`config.mk`:
```
export PLATFORM = sky130hd
export DESIGN_NAME = scc_top
export DESIGN_NICKNAME = d
export VERILOG_FILES = /design/src/verilog/scc_pkg.sv /design/src/verilog/scc_loader.sv /design/src/verilog/scc_top.sv /design/src/verilog/scc_unlock.sv
export VERILOG_INCLUDE_DIRS = /design/src /design/src/verilog
export SDC_FILE = /design/constraint.sdc
export NUM_CORES = 1
export LEC_CHECK = 0
export ABC_CLOCK_PERIOD_IN_PS = 5100
export BUFFER_PORTS_ARGS = -buffer_cell sky130_fd_sc_hd__buf_4
export CORE_ASPECT_RATIO = 1.75
export CORE_MARGIN = 10
export CORE_UTILIZATION = 30
export DETAILED_ROUTE_END_ITERATION = 6
export HOLD_SLACK_MARGIN = 0.1
export PLACE_DENSITY_LB_ADDON = 0.08
export REMOVE_ABC_BUFFERS = 1
export SLEW_MARGIN = 20
export SYNTH_ARGS = -nofsm -noshare
export SYNTH_HDL_FRONTEND = slang
export SYNTH_SLANG_ARGS = --single-unit
export TNS_END_PERCENT = 10
```
`constraint.sdc`:
```
create_clock -name sys_clk -period 5.1 [get_ports sys_clk]
set_input_delay 0 -clock sys_clk [delete_from_list [all_inputs] [get_ports sys_clk]]
set_output_delay 0 -clock sys_clk [all_outputs]
set_load 0.03 [all_outputs]
```
`src/verilog/scc_cfg.svh`:
```
`ifndef SCC_CFG_SVH
`define SCC_CFG_SVH

// register byte offsets
`define SCC_OFF_CFG_WORD_3      16'h0BF0
`define SCC_OFF_CFG_WORD_2      16'h0BF4
`define SCC_OFF_CFG_WORD_1      16'h0BF8
`define SCC_OFF_CFG_WORD_0      16'h0BFC
`define SCC_OFF_CONFIG_CONTROL  16'hF200
`define SCC_OFF_PART_IDENT      16'hF220
`define SCC_OFF_UNLOCK_KEY      16'hF230
`define SCC_OFF_PIN_SELECT_BASE 16'hF300
`define SCC_OFF_MOD_DISABLE_BASE 16'hF400

// config_control field positions
`define SCC_BIT_PIN_SELECT_LOCK 13
`define SCC_BIT_MOD_DISABLE_LOCK 12
`define SCC_BIT_SCAN_PORT_EN    3
`define SCC_BIT_TWO_WIRE_SEL    0
`define SCC_CTL_ONES_MASK       32'h0000_0002
`define SCC_CTL_RESET           32'h0000_000B

// part identification layout
`define SCC_REV_LSB             28

// flash write protect upper bits in config word 0
`define SCC_PWP_HI_MASK         32'h0006_0000

// unlock sequence keys
`define SCC_UNLOCK_KEY_FIRST    32'h3C5A_96E1
`define SCC_UNLOCK_KEY_SECOND   32'hE196_5A3C
`define SCC_KEY_RESET           32'h0000_0000

// config word load
`define SCC_CFG_WORD_COUNT      4
`define SCC_UNMAPPED_READ       32'h0000_0000

`endif

```
`src/verilog/scc_pkg.sv`:
```
package scc_pkg;

    typedef struct packed {
        logic pin_select_lock;
        logic module_disable_lock;
        logic scan_port_enable;
        logic two_wire_output_select;
    } scc_ctl_type;

    typedef struct packed {
        logic [15:0] addr;
        logic [31:0] wdata;
        logic        wr;
        logic        rd;
    } scc_bus_req_type;

    typedef logic [3:0][31:0] scc_cfg_words_type;

    typedef enum logic [1:0] {
        UNL_IDLE  = 2'b00,
        UNL_FIRST = 2'b01,
        UNL_OPEN  = 2'b11
    } scc_unlock_state_type;

    typedef enum logic [1:0] {
        LD_READ = 2'b00,
        LD_WAIT = 2'b01,
        LD_DONE = 2'b11
    } scc_load_state_type;

endpackage

```
`src/verilog/scc_loader.sv`:
```
`timescale 1ns/1ps
`include "scc_cfg.svh"

module scc_loader
    import scc_pkg::*;
(
    input  wire logic              sys_clk,
    input  wire logic              reset,
    output wire logic              nvm_rd,
    output wire logic [1:0]        nvm_addr,
    input  wire logic [31:0]       nvm_rdata,
    output scc_cfg_words_type      words,
    output wire logic              words_valid
);

    scc_load_state_type state_q;
    scc_load_state_type state_d;
    logic [1:0]         idx_q;
    logic [1:0]         idx_d;
    scc_cfg_words_type  words_q;
    scc_cfg_words_type  words_d;
    logic               rd_q;
    logic               rd_d;

    // one word per request, data back one cycle after the strobe
    always_comb
    begin
        state_d = state_q;
        idx_d   = idx_q;
        words_d = words_q;
        rd_d    = 1'b0;
        case (state_q)
            LD_READ:
            begin
                rd_d    = 1'b1;
                state_d = LD_WAIT;
            end
            LD_WAIT:
            begin
                if (!rd_q)
                begin
                    words_d[idx_q] = nvm_rdata;
                    if (idx_q == 2'(`SCC_CFG_WORD_COUNT - 1))
                        state_d = LD_DONE;
                    else
                    begin
                        idx_d   = idx_q + 2'h1;
                        state_d = LD_READ;
                    end
                end
            end
            LD_DONE:
            begin
                state_d = LD_DONE;
            end
            default:
            begin
                state_d = LD_READ;
            end
        endcase
    end

    // words are not cleared: their value before loading is undefined
    always_ff @(posedge sys_clk)
    begin
        if (reset)
        begin
            state_q <= LD_READ;
            idx_q   <= 2'h0;
            rd_q    <= 1'b0;
        end
        else
        begin
            state_q <= state_d;
            idx_q   <= idx_d;
            rd_q    <= rd_d;
        end
        words_q <= words_d;
    end

    assign nvm_rd      = rd_q;
    assign nvm_addr    = idx_q;
    assign words       = words_q;
    assign words_valid = (state_q == LD_DONE);

endmodule

```
`src/verilog/scc_top.sv`:
```
// The strobed register port was chosen for this implementation.
`timescale 1ns/1ps
`include "scc_cfg.svh"

module scc_top
    import scc_pkg::*;
#(
    parameter int          PPS_COUNT   = 8,
    parameter int          PPS_WIDTH   = 4,
    parameter int          PMD_COUNT   = 2,
    parameter logic [3:0]  REVISION    = 4'h1,       // arbitrary value
    parameter logic [27:0] DEVICE_CODE = 28'h0A5C3E1, // arbitrary value
    parameter bit          LARGE_FLASH = 1'b0
)
(
    input  wire logic                           sys_clk,
    input  wire logic                           reset,
    input  wire logic [15:0]                    reg_addr,
    input  wire logic [31:0]                    reg_wdata,
    input  wire logic                           reg_wr,
    input  wire logic                           reg_rd,
    output wire logic [31:0]                    reg_rdata,
    output wire logic                           nvm_rd,
    output wire logic [1:0]                     nvm_addr,
    input  wire logic [31:0]                    nvm_rdata,
    output wire logic                           config_words_valid,
    output wire logic                           unlock_open,
    output wire logic                           scan_port_enable,
    output wire logic                           two_wire_output_select,
    output wire logic                           pin_select_lock,
    output wire logic                           module_disable_lock,
    output wire logic [PPS_COUNT*PPS_WIDTH-1:0] pin_select_map,
    output wire logic [PMD_COUNT*32-1:0]        module_disable_map
);

    scc_bus_req_type   req;
    scc_ctl_type       ctl_q;
    scc_ctl_type       ctl_d;
    logic [31:0]       key_q;
    logic [31:0]       key_d;
    logic [31:0]       rdata_q;
    logic [31:0]       rdata_d;
    logic [PPS_COUNT-1:0][PPS_WIDTH-1:0] pps_q;
    logic [PPS_COUNT-1:0][PPS_WIDTH-1:0] pps_d;
    logic [PMD_COUNT-1:0][31:0]          pmd_q;
    logic [PMD_COUNT-1:0][31:0]          pmd_d;
    scc_cfg_words_type cfg_words;
    logic              cfg_valid;
    logic              unlocked;
    logic              key_wr;
    logic              other_wr;

    function automatic logic in_bank(
        input logic [15:0] a,
        input logic [15:0] base,
        input int          count
    );
        int ia;
        int ib;
        ia = int'(a);
        ib = int'(base);
        return (a[1:0] == 2'b00) && (ia >= ib) && (ia < ib + count * 4);
    endfunction

    function automatic int slot_of(
        input logic [15:0] a,
        input logic [15:0] base
    );
        return (int'(a) - int'(base)) / 4;
    endfunction

    function automatic logic [31:0] ctl_word(input scc_ctl_type c);
        logic [31:0] w;
        w = `SCC_CTL_ONES_MASK;
        w[`SCC_BIT_PIN_SELECT_LOCK]  = c.pin_select_lock;
        w[`SCC_BIT_MOD_DISABLE_LOCK] = c.module_disable_lock;
        w[`SCC_BIT_SCAN_PORT_EN]     = c.scan_port_enable;
        w[`SCC_BIT_TWO_WIRE_SEL]     = c.two_wire_output_select;
        return w;
    endfunction

    assign req.addr  = reg_addr;
    assign req.wdata = reg_wdata;
    assign req.wr    = reg_wr;
    assign req.rd    = reg_rd;

    assign key_wr   = req.wr && (req.addr == `SCC_OFF_UNLOCK_KEY);
    assign other_wr = req.wr && (req.addr != `SCC_OFF_UNLOCK_KEY);

    scc_unlock u_unlock
    (
        .sys_clk  (sys_clk),
        .reset    (reset),
        .key_wr   (key_wr),
        .other_wr (other_wr),
        .key_data (req.wdata),
        .unlocked (unlocked)
    );

    scc_loader u_loader
    (
        .sys_clk     (sys_clk),
        .reset       (reset),
        .nvm_rd      (nvm_rd),
        .nvm_addr    (nvm_addr),
        .nvm_rdata   (nvm_rdata),
        .words       (cfg_words),
        .words_valid (cfg_valid)
    );

    // control and key registers
    always_comb
    begin
        ctl_d = ctl_q;
        key_d = key_q;
        if (req.wr && req.addr == `SCC_OFF_CONFIG_CONTROL)
        begin
            ctl_d.scan_port_enable =
                req.wdata[`SCC_BIT_SCAN_PORT_EN];
            ctl_d.two_wire_output_select =
                req.wdata[`SCC_BIT_TWO_WIRE_SEL];
            // locks move only while the key gate is open
            if (unlocked)
            begin
                ctl_d.pin_select_lock =
                    req.wdata[`SCC_BIT_PIN_SELECT_LOCK];
                ctl_d.module_disable_lock =
                    req.wdata[`SCC_BIT_MOD_DISABLE_LOCK];
            end
        end
        if (key_wr)
            key_d = req.wdata;
    end

    // pin-select and module-disable banks
    always_comb
    begin
        pps_d = pps_q;
        pmd_d = pmd_q;
        if (req.wr && !ctl_q.pin_select_lock &&
            in_bank(req.addr, `SCC_OFF_PIN_SELECT_BASE, PPS_COUNT))
        begin
            pps_d[slot_of(req.addr, `SCC_OFF_PIN_SELECT_BASE)] =
                req.wdata[PPS_WIDTH-1:0];
        end
        if (req.wr && !ctl_q.module_disable_lock &&
            in_bank(req.addr, `SCC_OFF_MOD_DISABLE_BASE, PMD_COUNT))
        begin
            pmd_d[slot_of(req.addr, `SCC_OFF_MOD_DISABLE_BASE)] = req.wdata;
        end
    end

    // read data, valid only in the cycle after the strobe
    always_comb
    begin
        rdata_d = `SCC_UNMAPPED_READ;
        if (req.rd)
        begin
            if (in_bank(req.addr, `SCC_OFF_PIN_SELECT_BASE, PPS_COUNT))
            begin
                rdata_d[PPS_WIDTH-1:0] =
                    pps_q[slot_of(req.addr, `SCC_OFF_PIN_SELECT_BASE)];
            end
            else if (in_bank(req.addr, `SCC_OFF_MOD_DISABLE_BASE,
                             PMD_COUNT))
            begin
                rdata_d =
                    pmd_q[slot_of(req.addr, `SCC_OFF_MOD_DISABLE_BASE)];
            end
            else
            begin
                case (req.addr)
                    `SCC_OFF_CFG_WORD_3:
                        rdata_d = cfg_words[3];
                    `SCC_OFF_CFG_WORD_2:
                        rdata_d = cfg_words[2];
                    `SCC_OFF_CFG_WORD_1:
                        rdata_d = cfg_words[1];
                    `SCC_OFF_CFG_WORD_0:
                    begin
                        rdata_d = cfg_words[0];
                        // smaller parts have no upper protect bits
                        if (!LARGE_FLASH)
                            rdata_d = rdata_d & ~`SCC_PWP_HI_MASK;
                    end
                    `SCC_OFF_CONFIG_CONTROL:
                        rdata_d = ctl_word(ctl_q);
                    `SCC_OFF_PART_IDENT:
                    begin
                        rdata_d[31:`SCC_REV_LSB]  = REVISION;
                        rdata_d[`SCC_REV_LSB-1:0] = DEVICE_CODE;
                    end
                    `SCC_OFF_UNLOCK_KEY:
                        rdata_d = key_q;
                    default:
                        rdata_d = `SCC_UNMAPPED_READ;
                endcase
            end
        end
    end

    always_ff @(posedge sys_clk)
    begin
        if (reset)
        begin
            ctl_q   <= scc_ctl_type'({
                          1'b0, 1'b0, 1'b1, 1'b1});
            key_q   <= `SCC_KEY_RESET;
            rdata_q <= `SCC_UNMAPPED_READ;
            pps_q   <= '0;
            pmd_q   <= '0;
        end
        else
        begin
            ctl_q   <= ctl_d;
            key_q   <= key_d;
            rdata_q <= rdata_d;
            pps_q   <= pps_d;
            pmd_q   <= pmd_d;
        end
    end

    genvar gi;
    generate
        for (gi = 0; gi < PPS_COUNT; gi++)
        begin : g_pps
            assign pin_select_map[gi*PPS_WIDTH +: PPS_WIDTH] = pps_q[gi];
        end
        for (gi = 0; gi < PMD_COUNT; gi++)
        begin : g_pmd
            assign module_disable_map[gi*32 +: 32] = pmd_q[gi];
        end
    endgenerate

    assign reg_rdata              = rdata_q;
    assign config_words_valid     = cfg_valid;
    assign unlock_open            = unlocked;
    assign scan_port_enable       = ctl_q.scan_port_enable;
    assign two_wire_output_select = ctl_q.two_wire_output_select;
    assign pin_select_lock        = ctl_q.pin_select_lock;
    assign module_disable_lock    = ctl_q.module_disable_lock;

endmodule

```
`src/verilog/scc_unlock.sv`:
```
`timescale 1ns/1ps
`include "scc_cfg.svh"

module scc_unlock
    import scc_pkg::*;
(
    input  wire logic        sys_clk,
    input  wire logic        reset,
    input  wire logic        key_wr,
    input  wire logic        other_wr,
    input  wire logic [31:0] key_data,
    output wire logic        unlocked
);

    scc_unlock_state_type state_q;
    scc_unlock_state_type state_d;

    // two key writes back to back; any other write in between aborts
    always_comb
    begin
        state_d = state_q;
        case (state_q)
            UNL_IDLE:
            begin
                if (key_wr && key_data == `SCC_UNLOCK_KEY_FIRST)
                    state_d = UNL_FIRST;
            end
            UNL_FIRST:
            begin
                if (key_wr && key_data == `SCC_UNLOCK_KEY_SECOND)
                    state_d = UNL_OPEN;
                else if (key_wr || other_wr)
                    state_d = UNL_IDLE;
            end
            UNL_OPEN:
            begin
                // any key write closes the gate; a first key restarts
                if (key_wr && key_data == `SCC_UNLOCK_KEY_FIRST)
                    state_d = UNL_FIRST;
                else if (key_wr)
                    state_d = UNL_IDLE;
            end
            default:
            begin
                state_d = UNL_IDLE;
            end
        endcase
    end

    always_ff @(posedge sys_clk)
    begin
        if (reset)
            state_q <= UNL_IDLE;
        else
            state_q <= state_d;
    end

    assign unlocked = (state_q == UNL_OPEN);

endmodule
```
==> impl_metrics.ini <==
[setup_path]
critical-path-top-delay-family = simple AND/OR/NAND/NOR gates
cpMaxStageDelayCell = a211oi_2
crit_required_ns = 5.59
path_cells = dlygate4sd3_1 -> buf_4 -> and4_1 -> a21oi_1 -> ha_1 -> ha_1 -> and3_1 -> and4_1 -> nand3_1 -> ha_1 -> nor2b_1 -> nand4_1 -> nor3_1 -> nand4_4 -> a211oi_2 -> mux2i_1
cp_max_fo = 8
cpMostUsedCell = ha_1
cpPeakStageDelay_ns = 0.67
worstSetupEndpointType = flop
start_kind = input pin
critical_path_class = input pin to flop
arrival_ns = 4.28
path_buf_inv = 2

[detailed_routing]
wirelength_um = 47400
num_vias = 9936
wl_per_cell_um = 23.9
first_iter_violations = 652
drtPass1Iterations = 5
ant_nets = 0
via_per_inst = 5.02
drc_errors = 0

[clocking]
clk_pin_slew_ns = 0.07
cts_setup_buffers = 0
numCtsBuffers = 30
cts_max_level = 1
clock_latency_ns = 0.57
hold_buffers = 76
cts_max_path_buffers = 3
cts_sinks = 297
cts-root-buf = clkbuf_16
post_cts_resized = 0
cts_tree = done

[power_and_ir_drop]
power_frac_clock_pct = 45.9
leakagePower_uw = 0.00633
pwr-share-comb_pct = 7.1
power.internal_uw = 4160
irDropWorstVdd_uv = 241
swShare_pct = 22.8
seqPwrFrac_pct = 46.9
switchingPower_uw = 1220
p_per_area_nw_per_um2 = 317

[synth]
syn_area_um2 = 12900
synth_compound_area_share_pct = 12.6
synth_fa_ha_area_share_pct = 1.85
ys_ff_latch = 297
synth_xor_area_share_pct = 1.09
synth_warnings = 0
yosysUniqueCellTypes = 71
syn_inst = 1125
yosysMostFrequentCell = dfxtp_1
synth_top_family_by_area = simple AND/OR/NAND/NOR gates
seq_area_frac_synth_pct = 56.1
synth_top_area_share_pct = 29.4
synthMuxAreaShare_pct = 11.2
synth_common_cells = dfxtp_1 (171), mux2i_1 (131), edfxtp_1 (126), nand2_1 (95), nor2_1 (88)
synth_flop_cell = dfxtp_1
synthSimpleGateAreaFrac_pct = 14.4
synth_area_leaders = edfxtp_1 (29%), dfxtp_1 (27%), mux2i_1 (10%)
ys_async_sr_fraction_pct = 0
synth-edff-count = 126
postSynthAreaPerCell_um2 = 11.4
synth_area_leader_cell = edfxtp_1

[timing]
period_needed_ns = 3.78
layout_setup_ws_ns = 1.32
max-slew-margin-rel_pct = 27.5
tightest_slew_ns = 1.08
clock.fmax_ghz = 0.264
rsz0062_at_grt = no
hold-worst-slack_ns = 0.159
slew_violations = 0
skew_ns = 0.0235
period_share_pct = 74.2
hold_violations = 0
setup_viol = 0
tns_ns = 0

[global_route]
antenna_found_initial = 0
grt_pass1_wl_um = 70100
grt_max_degree = 68
grt_use_total_pct = 17.8
grt_pass1_vias = 10600
grt_overflow_total = 0

[layout]
multi_input_area_um2 = 5340
diodes = 0
layout.area.seq_um2 = 7210
fillers = 4121
final-instance-count-excl-fill = 1981
design_area_um2 = 17000
syn_to_final_growth_pct = 32.1
final_nets = 1499
drive_above_1_share_pct = 23.2

[placed_design]
port_buffers = 220
post-place-ws_ns = 0.807
placed_area_um2 = 15100
dp.cells = 1849
dp_hpwl_um = 32900
gp_congestion = 0.836

[floorplanning]
start_util_pct = 30.3
rows = 100
fp.coreArea_um2 = 42400
fp.dieH_um = 294
dieWidth_um = 176
ios = 221
dieArea_um2 = 51800

[run]
drv_cap = 0

[status]
status = finished, final reports clean

[worst_hold_path]
hold_path_class = input pin to flop
==> through the flow <==
step	utilization (%)	total power (µW)
after floorplan	-	2720
after global placement	35.6	2920
after detailed placement	35.6	2920
after global routing	40.0	5570
after CTS	40.0	5460
final	40.0	5380
==> worst min-delay path: stages <==
cell and delay [ns]:
buf_4 0.09, or2_2 0.16, nor4_2 0.13, nand3_1 0.15
mux2i_1 0.09, nor2_1 0.07
==> metal layers <==
metal  track usage (%)  vias to the layer above  routed length, µm
met5                 0                        -                  0
met4              4.75                        0               1010
met3              3.30                       57               2400
met2              34.2                      245              25800
met1              19.3                     4907              18100
li1                  -                     4727                  -
==> sequential cells by signal, summed over array words and instances (netlist names), 2 cells and up <==
register,count
u_loader.nvm_addr,2
u_loader.words,126
key_q,32
pin_select_map,32
u_unlock.state_q,2
reg_rdata,32
module_disable_map,64
u_loader.state_q,2
==> cells in the final DEF, fill, tap and decap left out, drive strengths merged, types with 35 or more instances in the layout <==
cell         instances
mux2i              131
nand2               95
nor2                89
nand2b              42
buf                237
edfxtp             126
dlygate4sd3         76
clkbuf              35
dfxtp              171
a21oi               60
==> cell families after synthesis <==
group	Yosys count
buffers and inverters	88
adders and majority gates	19
DFF	297
xor gates and xnor gates	16
AOI/OAI and AO/OA	213
and+or+nand+nor	354
muxes	138
==> cell type report <==
class,instances,area share (%)
clock buffer,35,4.97
clock inverter,21,1.59
inverter,14,0.310
multi-input combinational,740,31.5
sequential,297,42.5
tap,561,4.14
timing repair buffer,313,15.0
==> path summary, 6_finish.rpt <==
kind / from / end / slack, ns / cells past startpoint
setup / recovery: reg_addr[15] / pin_select_map[22] / 1.32 / 16
hold / removal: reg_addr[0] / module_disable_lock / 0.16 / 6
setup reg to reg: module_disable_lock / module_disable_map[48] / 2.80 / 7
hold reg to reg: key_q[18] / key_q[18] / 0.45 / 2
==> power groups by stage <==
stage | Clock, µW | Sequential, µW | Combinational [µW]
global placement | 0 | 2580 | 343
CTS | 2550 | 2530 | 390
floorplan | 0 | 2580 | 143
global route | 2630 | 2530 | 413
detailed placement | 0 | 2580 | 343
finish | 2470 | 2530 | 384
(Power assumes the default switching activity.)
